**src/hdl/srfpl_defs.vh**
```
// Purpose: Shared constants for the segment rights and far pointer load unit.
// Assumes: APB register map with 32-bit data, one aligned word per register.
// Notes:   Included by the core and by the descriptor checker.
`ifndef SRFPL_DEFS_VH
`define SRFPL_DEFS_VH

// ==========================================================================
// Register offsets
`define SRFPL_OFF_CTRL      8'h00
`define SRFPL_OFF_OPCODE    8'h04
`define SRFPL_OFF_SELECTOR  8'h08
`define SRFPL_OFF_OFFSET    8'h0c
`define SRFPL_OFF_DESC      8'h10
`define SRFPL_OFF_LIMITS    8'h14
`define SRFPL_OFF_DEST      8'h18
`define SRFPL_OFF_FLAGS     8'h1c
`define SRFPL_OFF_GO        8'h20
`define SRFPL_OFF_STATUS    8'h24
`define SRFPL_SEG_BASE      3'h2
`define SRFPL_HID_BASE      3'h3
`define SRFPL_NUM_SEG       5

// ==========================================================================
// Control fields
`define SRFPL_CTRL_MODE_LO  0
`define SRFPL_CTRL_OPS32    2
`define SRFPL_CTRL_SRCMEM   3
`define SRFPL_CTRL_LVL_LO   4
`define SRFPL_CTRL_ACEN     6
`define SRFPL_CTRL_MISAL    7
`define SRFPL_CTRL_LIMERR   8
`define SRFPL_CTRL_MSEG_LO  9
`define SRFPL_CTRL_W        12
`define SRFPL_MODE_REAL     2'h0
`define SRFPL_MODE_PROT     2'h1
`define SRFPL_MODE_V86      2'h2
`define SRFPL_ZERO_BIT      0
`define SRFPL_CTRL_RST      12'h000
`define SRFPL_FLAGS_RST     32'h00000000

// ==========================================================================
// Operations and segment indices
`define SRFPL_OPC_RIGHTS    16'h0f02
`define SRFPL_OPC_DATA      16'h00c5
`define SRFPL_OPC_STACK     16'h0fb2
`define SRFPL_OPC_EXTRA     16'h00c4
`define SRFPL_OPC_FSEG      16'h0fb4
`define SRFPL_OPC_GSEG      16'h0fb5
`define SRFPL_OP_RIGHTS     3'h7
`define SRFPL_OP_BAD        3'h6
`define SRFPL_SEG_DATA      3'h0
`define SRFPL_SEG_STACK     3'h1
`define SRFPL_SEG_EXTRA     3'h2
`define SRFPL_SEG_F         3'h3
`define SRFPL_SEG_G         3'h4

// ==========================================================================
// Fault kinds
`define SRFPL_FLT_NONE      3'h0
`define SRFPL_FLT_UD        3'h1
`define SRFPL_FLT_GP        3'h2
`define SRFPL_FLT_SS        3'h3
`define SRFPL_FLT_NP        3'h4
`define SRFPL_FLT_AC        3'h5

// ==========================================================================
// Descriptor and selector fields, rights masks
`define SRFPL_D_TYPE_LO     8
`define SRFPL_D_S           12
`define SRFPL_D_LVL_LO      13
`define SRFPL_D_P           15
`define SRFPL_S_TI          2
`define SRFPL_MASK16        16'hff00
`define SRFPL_MASK32        32'h00f0ff00

`endif

```
**src/hdl/srfpl_desc_check.v**
```verilog
// Purpose: Classifies a selector and descriptor for the rights and far loads.
// Assumes: Purely combinational; inputs held stable by the core.
// Notes:   Outputs are raw check results; fault priority lives in the core.
`include "srfpl_defs.vh"
`default_nettype none

module srfpl_desc_check (
  input  wire [15:0] sel,
  input  wire [31:0] desc_hi,
  input  wire [15:0] gbl_limit,
  input  wire [15:0] lcl_limit,
  input  wire [1:0]  cur_lvl,
  output wire        sel_null,
  output wire        in_limit,
  output wire        present,
  output wire        rights_ok,
  output wire        ss_bad,
  output wire        dseg_bad
);

  wire [3:0] dtype;
  wire       sys_n;
  wire [1:0] desc_lvl;
  wire [1:0] req_lvl;
  wire [15:0] limit;
  wire       is_code;
  wire       conforming;
  wire       type_ok;
  wire       priv_ok;

  assign dtype      = desc_hi[`SRFPL_D_TYPE_LO+3:`SRFPL_D_TYPE_LO];
  assign sys_n      = desc_hi[`SRFPL_D_S];
  assign desc_lvl   = desc_hi[`SRFPL_D_LVL_LO+1:`SRFPL_D_LVL_LO];
  assign req_lvl    = sel[1:0];
  assign present    = desc_hi[`SRFPL_D_P];
  assign is_code    = sys_n & dtype[3];
  assign conforming = is_code & dtype[2];

  // ==========================================================================
  // Selector checks
  // null selector test
  assign sel_null = (sel[15:2] == 14'h0000);
  assign limit    = sel[`SRFPL_S_TI] ? lcl_limit : gbl_limit;
  assign in_limit = ({sel[15:3], 3'h7} <= limit);

  // ==========================================================================
  // Rights load checks
  // accepted descriptor types
  assign type_ok = sys_n | (dtype == 4'h1) | (dtype == 4'h2) | (dtype == 4'h3) |
                   (dtype == 4'h4) | (dtype == 4'h5) | (dtype == 4'h9) |
                   (dtype == 4'hb) | (dtype == 4'hc);
  assign priv_ok   = conforming | ((cur_lvl <= desc_lvl) & (req_lvl <= desc_lvl));
  assign rights_ok = ~sel_null & in_limit & type_ok & priv_ok;

  // ==========================================================================
  // Segment load checks
  // stack limit, level and type
  assign ss_bad = ~in_limit | (req_lvl != cur_lvl) | ~sys_n | dtype[3] | ~dtype[1] |
                  (desc_lvl != cur_lvl);
  assign dseg_bad = ~in_limit | ~sys_n | (dtype[3] & ~dtype[1]) |
                    (~conforming & (req_lvl > desc_lvl) & (cur_lvl > desc_lvl));

endmodule // srfpl_desc_check

`default_nettype wire

```
**src/hdl/srfpl_core.v**
```verilog
// Purpose: Executes the access-rights load and the five far pointer loads.
// Assumes: Operands and descriptor words are placed in registers over APB.
// Notes:   One operation at a time; a start while busy is ignored.
//
// The implementer's own choices: the register addresses and the APB interface to the registers.
`include "srfpl_defs.vh"
`default_nettype none

module srfpl_core (
  input  wire        pclk,
  input  wire        presetn,
  input  wire        psel,
  input  wire        penable,
  input  wire        pwrite,
  input  wire [7:0]  paddr,
  input  wire [31:0] pwdata,
  output reg  [31:0] prdata,
  output wire        pready,
  output wire        pslverr,
  output reg         op_done,
  output reg         fault_raise,
  output reg  [2:0]  fault_kind,
  output reg  [15:0] fault_err
);

  // ==========================================================================
  // States
  localparam [1:0] ST_IDLE = 2'b01;
  localparam [1:0] ST_EXEC = 2'b10;

  // ==========================================================================
  // Storage
  reg [`SRFPL_CTRL_W-1:0] ctrl_ff;
  reg [15:0]              opcode_ff;
  reg [15:0]              selector_ff;
  reg [31:0]              offset_ff;
  reg [31:0]              desc_ff;
  reg [31:0]              limits_ff;
  reg [31:0]              dest_ff;
  reg [31:0]              flags_ff;
  reg [1:0]               state_ff;
  reg                     done_ff;
  reg [2:0]               st_kind_ff;
  reg [15:0]              st_err_ff;
  reg [15:0]              seg_sel_ff [0:`SRFPL_NUM_SEG-1];
  reg                     seg_vld_ff [0:`SRFPL_NUM_SEG-1];
  reg [31:0]              seg_hid_ff [0:`SRFPL_NUM_SEG-1];
  integer                 i;

  // ==========================================================================
  // Helpers
  // opcode to segment
  function [2:0] srfpl_decode;
    input [15:0] opc;
    begin
      case (opc)
        `SRFPL_OPC_RIGHTS: srfpl_decode = `SRFPL_OP_RIGHTS;
        `SRFPL_OPC_DATA:   srfpl_decode = `SRFPL_SEG_DATA;
        `SRFPL_OPC_STACK:  srfpl_decode = `SRFPL_SEG_STACK;
        `SRFPL_OPC_EXTRA:  srfpl_decode = `SRFPL_SEG_EXTRA;
        `SRFPL_OPC_FSEG:   srfpl_decode = `SRFPL_SEG_F;
        `SRFPL_OPC_GSEG:   srfpl_decode = `SRFPL_SEG_G;
        default:           srfpl_decode = `SRFPL_OP_BAD;
      endcase
    end
  endfunction

  // A 16-bit destination keeps the upper half of the general register.
  function [31:0] srfpl_merge;
    input        wide;
    input [31:0] old_val;
    input [31:0] new_val;
    begin
      srfpl_merge = wide ? new_val : {old_val[31:16], new_val[15:0]};
    end
  endfunction

  // ==========================================================================
  // Control decode
  wire [1:0] mode     = ctrl_ff[`SRFPL_CTRL_MODE_LO+1:`SRFPL_CTRL_MODE_LO];
  wire       ops32    = ctrl_ff[`SRFPL_CTRL_OPS32];
  wire       src_mem  = ctrl_ff[`SRFPL_CTRL_SRCMEM];
  wire [1:0] cur_lvl  = ctrl_ff[`SRFPL_CTRL_LVL_LO+1:`SRFPL_CTRL_LVL_LO];
  wire       ac_en    = ctrl_ff[`SRFPL_CTRL_ACEN];
  wire       misal    = ctrl_ff[`SRFPL_CTRL_MISAL];
  wire       lim_err  = ctrl_ff[`SRFPL_CTRL_LIMERR];
  wire [2:0] mem_seg  = ctrl_ff[`SRFPL_CTRL_MSEG_LO+2:`SRFPL_CTRL_MSEG_LO];
  wire       prot     = (mode == `SRFPL_MODE_PROT);
  wire [2:0] op       = srfpl_decode(opcode_ff);

  wire sel_null;
  wire in_limit;
  wire present;
  wire rights_ok;
  wire ss_bad;
  wire dseg_bad;

  srfpl_desc_check u_check (
    .sel       (selector_ff),
    .desc_hi   (desc_ff),
    .gbl_limit (limits_ff[15:0]),
    .lcl_limit (limits_ff[31:16]),
    .cur_lvl   (cur_lvl),
    .sel_null  (sel_null),
    .in_limit  (in_limit),
    .present   (present),
    .rights_ok (rights_ok),
    .ss_bad    (ss_bad),
    .dseg_bad  (dseg_bad)
  );

  // ==========================================================================
  // Memory operand faults
  wire mseg_ok   = (mem_seg < `SRFPL_NUM_SEG);
  wire mseg_null = prot & mseg_ok & (mem_seg != `SRFPL_SEG_STACK) & ~seg_vld_ff[mem_seg];
  reg  [2:0] mem_kind;
  always @* begin
    mem_kind = `SRFPL_FLT_NONE;
    if (mseg_null) begin
      mem_kind = `SRFPL_FLT_GP;
    end else if (lim_err && mem_seg == `SRFPL_SEG_STACK) begin
      mem_kind = `SRFPL_FLT_SS;
    end else if (lim_err) begin
      mem_kind = `SRFPL_FLT_GP;
    end else if (ac_en && misal && (cur_lvl == 2'h3 || mode == `SRFPL_MODE_V86)) begin
      mem_kind = `SRFPL_FLT_AC;
    end
  end

  // ==========================================================================
  // Execution result
  reg [2:0]  x_kind;
  reg [15:0] x_err;
  reg        x_dest;
  reg [31:0] x_dest_val;
  reg        x_zero;
  reg        x_zero_val;
  reg        x_seg;
  reg        x_vld;
  reg        x_hid;
  always @* begin
    x_kind     = `SRFPL_FLT_NONE;
    x_err      = 16'h0000;
    x_dest     = 1'b0;
    x_dest_val = dest_ff;
    x_zero     = 1'b0;
    x_zero_val = 1'b0;
    x_seg      = 1'b0;
    x_vld      = 1'b0;
    x_hid      = 1'b0;
    if (op == `SRFPL_OP_BAD) begin
      x_kind = `SRFPL_FLT_UD;
    end else if (op == `SRFPL_OP_RIGHTS) begin
      if (!prot) begin
        x_kind = `SRFPL_FLT_UD;
      end else if (src_mem && mem_kind != `SRFPL_FLT_NONE) begin
        x_kind = mem_kind;
      end else begin
        x_zero = 1'b1;
        if (rights_ok) begin
          x_zero_val = 1'b1;
          x_dest   = 1'b1;
          x_dest_val = ops32 ? (desc_ff & `SRFPL_MASK32) :
                       {dest_ff[31:16], desc_ff[15:0] & `SRFPL_MASK16};
        end
      end
    end else if (!src_mem) begin
      x_kind = `SRFPL_FLT_UD;
    end else if (mem_kind != `SRFPL_FLT_NONE) begin
      x_kind = mem_kind;
    end else if (!prot) begin
      x_seg  = 1'b1;
      x_vld  = 1'b1;
      x_dest = 1'b1;
    end else if (op == `SRFPL_SEG_STACK) begin
      if (sel_null) begin
        x_kind = `SRFPL_FLT_GP;
      end else if (ss_bad) begin
        x_kind = `SRFPL_FLT_GP;
        x_err  = selector_ff;
      end else if (!present) begin
        x_kind = `SRFPL_FLT_SS;
        x_err  = selector_ff;
      end else begin
        x_seg  = 1'b1;
        x_vld  = 1'b1;
        x_hid  = 1'b1;
        x_dest = 1'b1;
      end
    end else if (sel_null) begin
      x_seg  = 1'b1;
      x_vld  = 1'b0;
      x_dest = 1'b1;
    end else if (dseg_bad) begin
      x_kind = `SRFPL_FLT_GP;
      x_err  = selector_ff;
    end else if (!present) begin
      x_kind = `SRFPL_FLT_NP;
      x_err  = selector_ff;
    end else begin
      x_seg  = 1'b1;
      x_vld  = 1'b1;
      x_hid  = 1'b1;
      x_dest = 1'b1;
    end
    if (op != `SRFPL_OP_RIGHTS && x_dest) begin
      x_dest_val = srfpl_merge(ops32, dest_ff, offset_ff);
    end
  end

  // ==========================================================================
  // APB slave
  wire       acc      = psel & penable;
  wire       wr       = acc & pwrite;
  wire [2:0] arr_idx  = paddr[4:2];
  wire       arr_hit  = (arr_idx < `SRFPL_NUM_SEG) && (paddr[1:0] == 2'h0);
  wire       seg_hit  = arr_hit && (paddr[7:5] == `SRFPL_SEG_BASE);
  wire       hid_hit  = arr_hit && (paddr[7:5] == `SRFPL_HID_BASE);
  reg        reg_hit;
  always @* begin
    case (paddr)
      `SRFPL_OFF_CTRL, `SRFPL_OFF_OPCODE, `SRFPL_OFF_SELECTOR, `SRFPL_OFF_OFFSET,
      `SRFPL_OFF_DESC, `SRFPL_OFF_LIMITS, `SRFPL_OFF_DEST, `SRFPL_OFF_FLAGS,
      `SRFPL_OFF_GO, `SRFPL_OFF_STATUS: reg_hit = 1'b1;
      default: reg_hit = 1'b0;
    endcase
  end
  // Zero wait states; the shadow copies are read-only, so writes there fail.
  assign pready  = 1'b1;
  assign pslverr = acc & ~(reg_hit | ((seg_hit | hid_hit) & ~pwrite));

  wire start   = wr && paddr == `SRFPL_OFF_GO && pwdata[0] && state_ff == ST_IDLE;
  wire busy    = (state_ff == ST_EXEC);
  wire cfg_wr  = wr & ~busy;
  wire finish  = busy;
  wire dn_clr  = wr && paddr == `SRFPL_OFF_STATUS && pwdata[0];

  always @* begin
    prdata = 32'h00000000;
    if (acc && !pwrite) begin
      case (paddr)
        `SRFPL_OFF_CTRL:     prdata = {20'h00000, ctrl_ff};
        `SRFPL_OFF_OPCODE:   prdata = {16'h0000, opcode_ff};
        `SRFPL_OFF_SELECTOR: prdata = {16'h0000, selector_ff};
        `SRFPL_OFF_OFFSET:   prdata = offset_ff;
        `SRFPL_OFF_DESC:     prdata = desc_ff;
        `SRFPL_OFF_LIMITS:   prdata = limits_ff;
        `SRFPL_OFF_DEST:     prdata = dest_ff;
        `SRFPL_OFF_FLAGS:    prdata = flags_ff;
        `SRFPL_OFF_STATUS:   prdata = {st_err_ff, 11'h000, st_kind_ff, busy, done_ff};
        default: begin
          if (seg_hit) begin
            prdata = {15'h0000, seg_vld_ff[arr_idx], seg_sel_ff[arr_idx]};
          end else if (hid_hit) begin
            prdata = seg_hid_ff[arr_idx];
          end
        end
      endcase
    end
  end

  // ==========================================================================
  // Sequencer and registers
  always @(posedge pclk or negedge presetn) begin
    if (!presetn) begin
      state_ff    <= ST_IDLE;
      ctrl_ff     <= `SRFPL_CTRL_RST;
      opcode_ff   <= 16'h0000;
      selector_ff <= 16'h0000;
      offset_ff   <= 32'h00000000;
      desc_ff     <= 32'h00000000;
      limits_ff   <= 32'h00000000;
      dest_ff     <= 32'h00000000;
      flags_ff    <= `SRFPL_FLAGS_RST;
      done_ff     <= 1'b0;
      st_kind_ff  <= `SRFPL_FLT_NONE;
      st_err_ff   <= 16'h0000;
      op_done     <= 1'b0;
      fault_raise <= 1'b0;
      fault_kind  <= `SRFPL_FLT_NONE;
      fault_err   <= 16'h0000;
      for (i = 0; i < `SRFPL_NUM_SEG; i = i + 1) begin
        seg_sel_ff[i] <= 16'h0000;
        seg_vld_ff[i] <= 1'b0;
        seg_hid_ff[i] <= 32'h00000000;
      end
    end else begin
      op_done     <= 1'b0;
      fault_raise <= 1'b0;
      // Operands are frozen while an operation runs so the checks see one set.
      if (cfg_wr) begin
        case (paddr)
          `SRFPL_OFF_CTRL:     ctrl_ff     <= pwdata[`SRFPL_CTRL_W-1:0];
          `SRFPL_OFF_OPCODE:   opcode_ff   <= pwdata[15:0];
          `SRFPL_OFF_SELECTOR: selector_ff <= pwdata[15:0];
          `SRFPL_OFF_OFFSET:   offset_ff   <= pwdata;
          `SRFPL_OFF_DESC:     desc_ff     <= pwdata;
          `SRFPL_OFF_LIMITS:   limits_ff   <= pwdata;
          `SRFPL_OFF_DEST:     dest_ff     <= pwdata;
          `SRFPL_OFF_FLAGS:    flags_ff    <= pwdata;
          default: begin
          end
        endcase
      end
      // Completion wins over a clear in the same cycle.
      if (finish) begin
        done_ff <= 1'b1;
      end else if (dn_clr) begin
        done_ff <= 1'b0;
      end
      case (state_ff)
        ST_IDLE: begin
          if (start) begin
            state_ff <= ST_EXEC;
          end
        end
        ST_EXEC: begin
          state_ff    <= ST_IDLE;
          op_done     <= 1'b1;
          st_kind_ff  <= x_kind;
          st_err_ff   <= x_err;
          fault_kind  <= x_kind;
          fault_err   <= x_err;
          fault_raise <= (x_kind != `SRFPL_FLT_NONE);
          if (x_kind == `SRFPL_FLT_NONE) begin
            if (x_dest) begin
              dest_ff <= x_dest_val;
            end
            if (x_zero) begin
              flags_ff[`SRFPL_ZERO_BIT] <= x_zero_val;
            end
            if (x_seg) begin
              seg_sel_ff[op] <= selector_ff;
              seg_vld_ff[op] <= x_vld;
            end
            if (x_hid) begin
              seg_hid_ff[op] <= desc_ff;
            end
          end
        end
        default: begin
          state_ff <= ST_IDLE;
        end
      endcase
    end
  end

endmodule // srfpl_core

`default_nettype wire

```
**config.mk**
```make
export PLATFORM = sky130hd
export DESIGN_NAME = srfpl_core
export DESIGN_NICKNAME = d
export VERILOG_FILES = /design/src/hdl/srfpl_desc_check.v /design/src/hdl/srfpl_core.v
export VERILOG_INCLUDE_DIRS = /design/src /design/src/hdl
export SDC_FILE = /design/constraint.sdc
export NUM_CORES = 1
export LEC_CHECK = 0
export BUFFER_PORTS_ARGS = -buffer_cell sky130_fd_sc_hd__buf_2
export CAP_MARGIN = 10
export CORE_MARGIN = 2
export CORE_UTILIZATION = 30
export CTS_CLUSTER_DIAMETER = 60
export CTS_CLUSTER_SIZE = 30
export DETAILED_ROUTE_END_ITERATION = 7
export GPL_TIMING_DRIVEN = 1
export PLACE_DENSITY_LB_ADDON = 0.08
export SKIP_CTS_REPAIR_TIMING = 1
export SYNTH_ARGS = -nofsm -noshare
export SYNTH_HDL_FRONTEND = slang
export SYNTH_SLANG_ARGS = --single-unit
export TNS_END_PERCENT = 1
```
**constraint.sdc**
```tcl
create_clock -name pclk -period 7.24 [get_ports pclk]
set_clock_uncertainty 0.15 [all_clocks]
set_input_delay 0.724 -clock pclk [delete_from_list [all_inputs] [get_ports pclk]]
set_output_delay 0.724 -clock pclk [all_outputs]
set_load 0.02 [all_outputs]
```
# [Yosys cells after proc, flatten, opt, wreduce, memory -nomap -nowiden]
# Cells that the tools add are included.
[totals] elab_cells=287 out_inout_bits=55 ram_bits=0 mem_bits_ro=0 inputBits=45 memories=0 latchBits=0 regBits=473
[classes] n_reduce_logical=36 n_addsub=0 muxes=115 n_div=0 n_lt_le_gt_ge=11 shift=0 n_eq_ne=46 n_bitwise=48 mul=0
[ops] cell="2-to-1 mux 32 bit" n=19
[ops] cell="case mux 32 bit (9 select lines)" n=1
[ops] cell="2-to-1 mux 16 bit" n=15
[ops] cell="bitwise mux 160 bit" n=1
[ops] cell="binary-select mux 32 bit (select 3 bit)" n=1
[ops] cell="demux 32 bit (select 3 bit)" n=1
[ops] cell="bitwise mux 80 bit" n=1
[ops] cell="equality test 16 x 12 -> 1 bit, second input constant" n=4
[ops] cell="2-to-1 mux 1 bit" n=49
[ops] cell="binary-select mux 16 bit (select 3 bit)" n=1
[ops] cell="demux 16 bit (select 3 bit)" n=1
[ops] cell="2-to-1 mux 3 bit" n=15
[ops] cell="equality test 16 x 8 -> 1 bit, second input constant" n=2
[ops] cell="equality test 8 x 5 -> 1 bit, second input constant" n=4
[ops] cell="inequality test 5 bit, second input constant" n=6
[ops] cell="OR 1 bit" n=19
[ops] cell="case mux 3 bit (6 select lines)" n=1
[ops] cell="bitwise AND 1 bit" n=17
[ops] cell="equality test 8 x 4 -> 1 bit, second input constant" n=2
[ops] cell="equality test 8 x 6 -> 1 bit, second input constant" n=2
[ops] cell="less-or-equal comparator 16 bit" n=1
[ops] cell="logical AND 1 bit" n=15
[ops] cell="zero test 14 bit" n=1
[ops] cell="AND reduction 2 bit" n=7
[ops] cell="37 further kinds" n=70

# [Depth between registers and ports, before layout]
[logic_depth] word_depth=21 mapped_depth=14

# [Hierarchy]
# A second synthesis with hierarchy kept.
[hier_totals] hier_cells=1753 area_unflattened_um2=22823.1
[modules_own_cells] module="srfpl_core" instances=1 cells_each=1663 area_each_um2=22140.0
[modules_own_cells] module="srfpl_desc_check" instances=1 cells_each=90 area_each_um2=683.2

# [Least setup slack after synthesis]
# No wires, ideal clock.
[synth_path] path_type="register to register" start="register selector_ff[2]" end="register seg_hid_ff[10] in the netlist's numbering" path_buffers=4 slack_ns=3.197 arrival_ns=3.768 setup_time_ns=0.125 stages_incl_launch_ff=14 required_time_ns=6.965 synth_period_minus_slack_ns=4.043 cell_sequence="dfrtp_1 clkbuf_1 clkbuf_1 mux2i_1 ha_1 nand4_1 or3_1 a211oi_1 a31oi_1 a211oi_1 and3_1 clkbuf_1 buf_1 mux2_2"
[synth_between] elab_chain_len=18
[synth_lines] item="start: declaration" line="srfpl_core.v:35" text="reg [15:0] selector_ff;"
[synth_lines] item="start signal: assignment" line="srfpl_core.v:295" text="`SRFPL_OFF_SELECTOR: selector_ff <= pwdata[15:0];"
[synth_lines] item="2-to-1 mux 16 bit" line="srfpl_desc_check.v:43" text="assign limit = sel[`SRFPL_S_TI] ? lcl_limit : gbl_limit;"
[synth_lines] item="less-or-equal comparator 16 bit" line="srfpl_desc_check.v:44" text="assign in_limit = ({sel[15:3], 3'h7} <= limit);"
[synth_lines] item="NOT 1 bit" line="srfpl_desc_check.v:58, srfpl_desc_check.v:60"
[synth_lines] item="OR 1 bit (5 in series)" line="srfpl_desc_check.v:58" text="assign ss_bad = ~in_limit | (req_lvl != cur_lvl) | ~sys_n | dtype[3] | ~dtype[1] |"
[synth_lines] item="2-to-1 mux 2 bit" line="srfpl_core.v:178" text="end else if (ss_bad) begin"
[synth_lines] item="2-to-1 mux 2 bit" line="srfpl_core.v:176" text="if (sel_null) begin"
[synth_lines] item="2-to-1 mux 3 bit" line="srfpl_core.v:175" text="end else if (op == `SRFPL_SEG_STACK) begin"
[synth_lines] item="2-to-1 mux 3 bit" line="srfpl_core.v:171" text="end else if (!prot) begin"
[synth_lines] item="2-to-1 mux 3 bit" line="srfpl_core.v:169" text="end else if (mem_kind != `SRFPL_FLT_NONE) begin"
[synth_lines] item="2-to-1 mux 3 bit" line="srfpl_core.v:167" text="end else if (!src_mem) begin"
[synth_lines] item="2-to-1 mux 3 bit" line="srfpl_core.v:153" text="end else if (op == `SRFPL_OP_RIGHTS) begin"
[synth_lines] item="2-to-1 mux 3 bit" line="srfpl_core.v:151" text="if (op == `SRFPL_OP_BAD) begin"
[synth_lines] item="zero test 3 bit (no line)"
[synth_lines] item="AND reduction 3 bit (no line) *"
[synth_lines] item="end signal: indexed assignment" line="srfpl_core.v:337" text="seg_hid_ff[op] <= desc_ff;"
[synth_lines] item="end: declaration" line="srfpl_core.v:47" text="reg [31:0] seg_hid_ff [0:`SRFPL_NUM_SEG-1];"
# Every way passes the cells marked *; elsewhere a longest branch is shown, timed or not.
# A chain may end at the register's enable or synchronous reset.

# [Worst setup path after layout]
[layout_path] start="register selector_ff[2]" end="register dest_ff[27]"
[layout_between] elab_chain_len=21
[layout_lines] item="parallel branches: the longest is 21 deep, another holds less-or-equal comparator 16 bit"
[layout_lines] item="end signal: assignment" line="srfpl_core.v:299" text="`SRFPL_OFF_DEST: dest_ff <= pwdata;"
[layout_lines] item="end signal: assignment" line="srfpl_core.v:327" text="dest_ff <= x_dest_val;"
[layout_lines] item="end: declaration" line="srfpl_core.v:39" text="reg [31:0] dest_ff;"
# Parallel ways; which one is timed is not known.

==> results.yml <==
run_status:
  status: "completed"
clock_tree:
  cts-buffers-inserted: 45
  htreeDepth: 2
  cts_tree: "yes"
  clockRootBuffer: "clkbuf_16"
  clk_path_buf_depth: 3
  cts_sinks: 473
  clk_pin_slew_ps: 80
  insertion_delay_ps: 610
global_routing:
  antenna_found_initial: 5
  grtUsageTotal: 0.2114
  first_global_vias: 16430
  overflow: 0
  grt_max_degree: 145
  grt_pass1_wl_mm: 119.9
sta:
  worstMarginPinSlew_ps: 1212
  rsz0062_at_grt: "false"
  max_freq_mhz: 188.9
  period_share: 0.7311
  setup_viol: 0
  slew_headroom: 0.1903
  holdWs_ps: 265.8
  final.setup.tns_ps: 0
  fin_crit_ps: 5293
  maxSlewViolCount: 0
  hold_violations: 0
yosys:
  synthFlopType: "dfrtp_1"
  avgSynthCellArea_um2: 13.04
  yosysWarnings: 0
  async_flop_share: 1.000
  synthCells: 1733
  synth_nets: 1795
  synth_area_um2: 22600
  synth_seq_area_share: 0.5237
  synth_edf_count: 0
  synth.distinct_cells: 70
  synth_seq_cells: 473
layout:
  finalInstanceArea_um2: 25890
  fin_nets: 1853
  final_cell_mix: "dfrtp_1, mux2_2, buf_2"
  drive_above_1_share: 0.3536
  final_common_cell: "dfrtp_1"
  syn_to_final_growth_pct: 14.54
route:
  firstDrtPassIters: 5
  post_drt_wl_per_cell_um: 29.18
  drc: 0
  vias: 15580
  routed_wl_mm: 81.71
  ant_nets: 0
  viasPerCell: 5.563
  initialDrtViolationCount: 1223
worst_setup_path:
  rr_worst_depth: 11
  worstPathMaxFanout: 30
  rrSetupSlack_ps: 1950
  critPathKind: "reg2reg"
  endpoint_kind: "flop"
  worstPathRequired_ps: 7620
  worstPathArrival_ps: 5670
  cp-start-kind: "flop"
power:
  ir_drop_uv: 176.1
  power_mw: 5.521
  p_leak_nw: 12.25
  p_per_area_nw_per_um2: 213.2
floorplan:
  die_w_um: 278.5
  pin_count: 100
  fp.dieH_um: 278.5
  initial_core_util: 0.3031
  rows: 100
  core_area_um2: 74570
  dieArea_um2: 77560
placement:
  io_buffer_count: 98
  dpl.hpwl_mm: 54.55
  dpl_cell_area_um2: 24290
  gp_congestion: 0.8702
min_path:
  holdPathStages: 2
  hold_class: "in2reg"
job:
  max_cap_viol_count: 0
power by group:
| part | internal [mW] | total (mW) | switching (mW) |
|---|---|---|---|
| Clock | 1.39 | 2.59 | 1.20 |
| Combinational | 0.0673 | 0.242 | 0.174 |
| Sequential | 2.66 | 2.68 | 0.0268 |
| Total | 4.12 | 5.52 | 1.40 |
sequential cells by signal (all words and copies together), names as in the netlist:
name / count
dest_ff: 32
done_ff: 1
ctrl_ff: 12
st_kind_ff: 3
limits_ff: 32
desc_ff: 32
opcode_ff: 16
flags_ff: 32
state_ff: 2
op_done: 1
seg_vld_ff: 5
offset_ff: 32
seg_hid_ff: 160
fault_raise: 1
st_err_ff: 16
selector_ff: 16
seg_sel_ff: 80
path summary, 6_finish.rpt:
path / startpoint / to
max: selector_ff[2] / dest_ff[27]
min: pwdata[19] / flags_ff[19]
max reg2reg: selector_ff[2] / dest_ff[27]
min reg2reg: seg_hid_ff[143] / seg_hid_ff[143]
max in group asynchronous: presetn / selector_ff[8]
min in group asynchronous: presetn / seg_hid_ff[152]
synth_stat cells (15+ instances only):
library cell | n | share of area
nand3_1 | 48 | 0.011
mux2_1 | 63 | 0.031
o21ai_0 | 31 | 0.0069
clkbuf_1 | 94 | 0.016
nor2_1 | 42 | 0.0070
mux2_4 | 23 | 0.015
mux2i_1 | 49 | 0.022
ha_1 | 17 | 0.0094
a21o_1 | 19 | 0.0063
nor4_1 | 18 | 0.0050
nand2_1 | 68 | 0.011
mux4_2 | 34 | 0.034
mux2_2 | 321 | 0.16
a221o_1 | 34 | 0.015
a22oi_1 | 49 | 0.016
a31oi_1 | 26 | 0.0072
a221oi_1 | 35 | 0.014
a21oi_1 | 18 | 0.0040
a22o_1 | 46 | 0.018
o22ai_1 | 15 | 0.0042
dfrtp_1 | 472 | 0.52
buf_1 | 27 | 0.0045
layer usage:
metal | wire length [µm] | up-vias | GRT usage
li1 | - | 6748 | -
met1 | 37390 | 8307 | 0.2882
met2 | 37390 | 390 | 0.3324
met3 | 4177 | 125 | 0.04206
met4 | 2713 | 6 | 0.07927
met5 | 41 | - | 0
stage by stage:
stage | setup WS, ps | cells | util
global placement | 2182 | 2711 | 0.3253
global route | 1606 | 2796 | 0.3471
finish | 1947 | 2800 | 0.3472
floorplan | 3197 | 1733 | -
CTS | 1999 | 2795 | 0.3469
detailed placement | 2035 | 2712 | 0.3257
critical path, stage by stage, from the launching register on:
cell	delay [ps]
dfrtp_1	1110
mux2i_1	210
ha_1	370
nand4_1	110
or3_1	420
a31o_2	230
a31oi_1	760
a2111oi_4	160
buf_4	320
o21a_1	340
nor2_1	820
o2bb2ai_1	190
area by class of cell:
type / instances / area, µm²
Fill cell: 7379 / 48680
Inverter: 13 / 48.80
Timing Repair Buffer: 149 / 948.4
Tap cell: 969 / 1212
Clock inverter: 31 / 367.9
Sequential cell: 473 / 11840
Multi-Input combinational cell: 1109 / 10250
Clock buffer: 52 / 1215
Antenna cell: 4 / 10.01
kinds of logic after synthesis:
group,count (synthesis),synth area share
other cells,1,0.0001659
flops,473,0.5237
xor+xnor,2,0.0007751
compound gates,334,0.1140
buf+inv,151,0.02845
mux,490,0.2621
fa+ha+maj,17,0.009410
simple gates,265,0.06133
(Power assumes the default switching activity.)
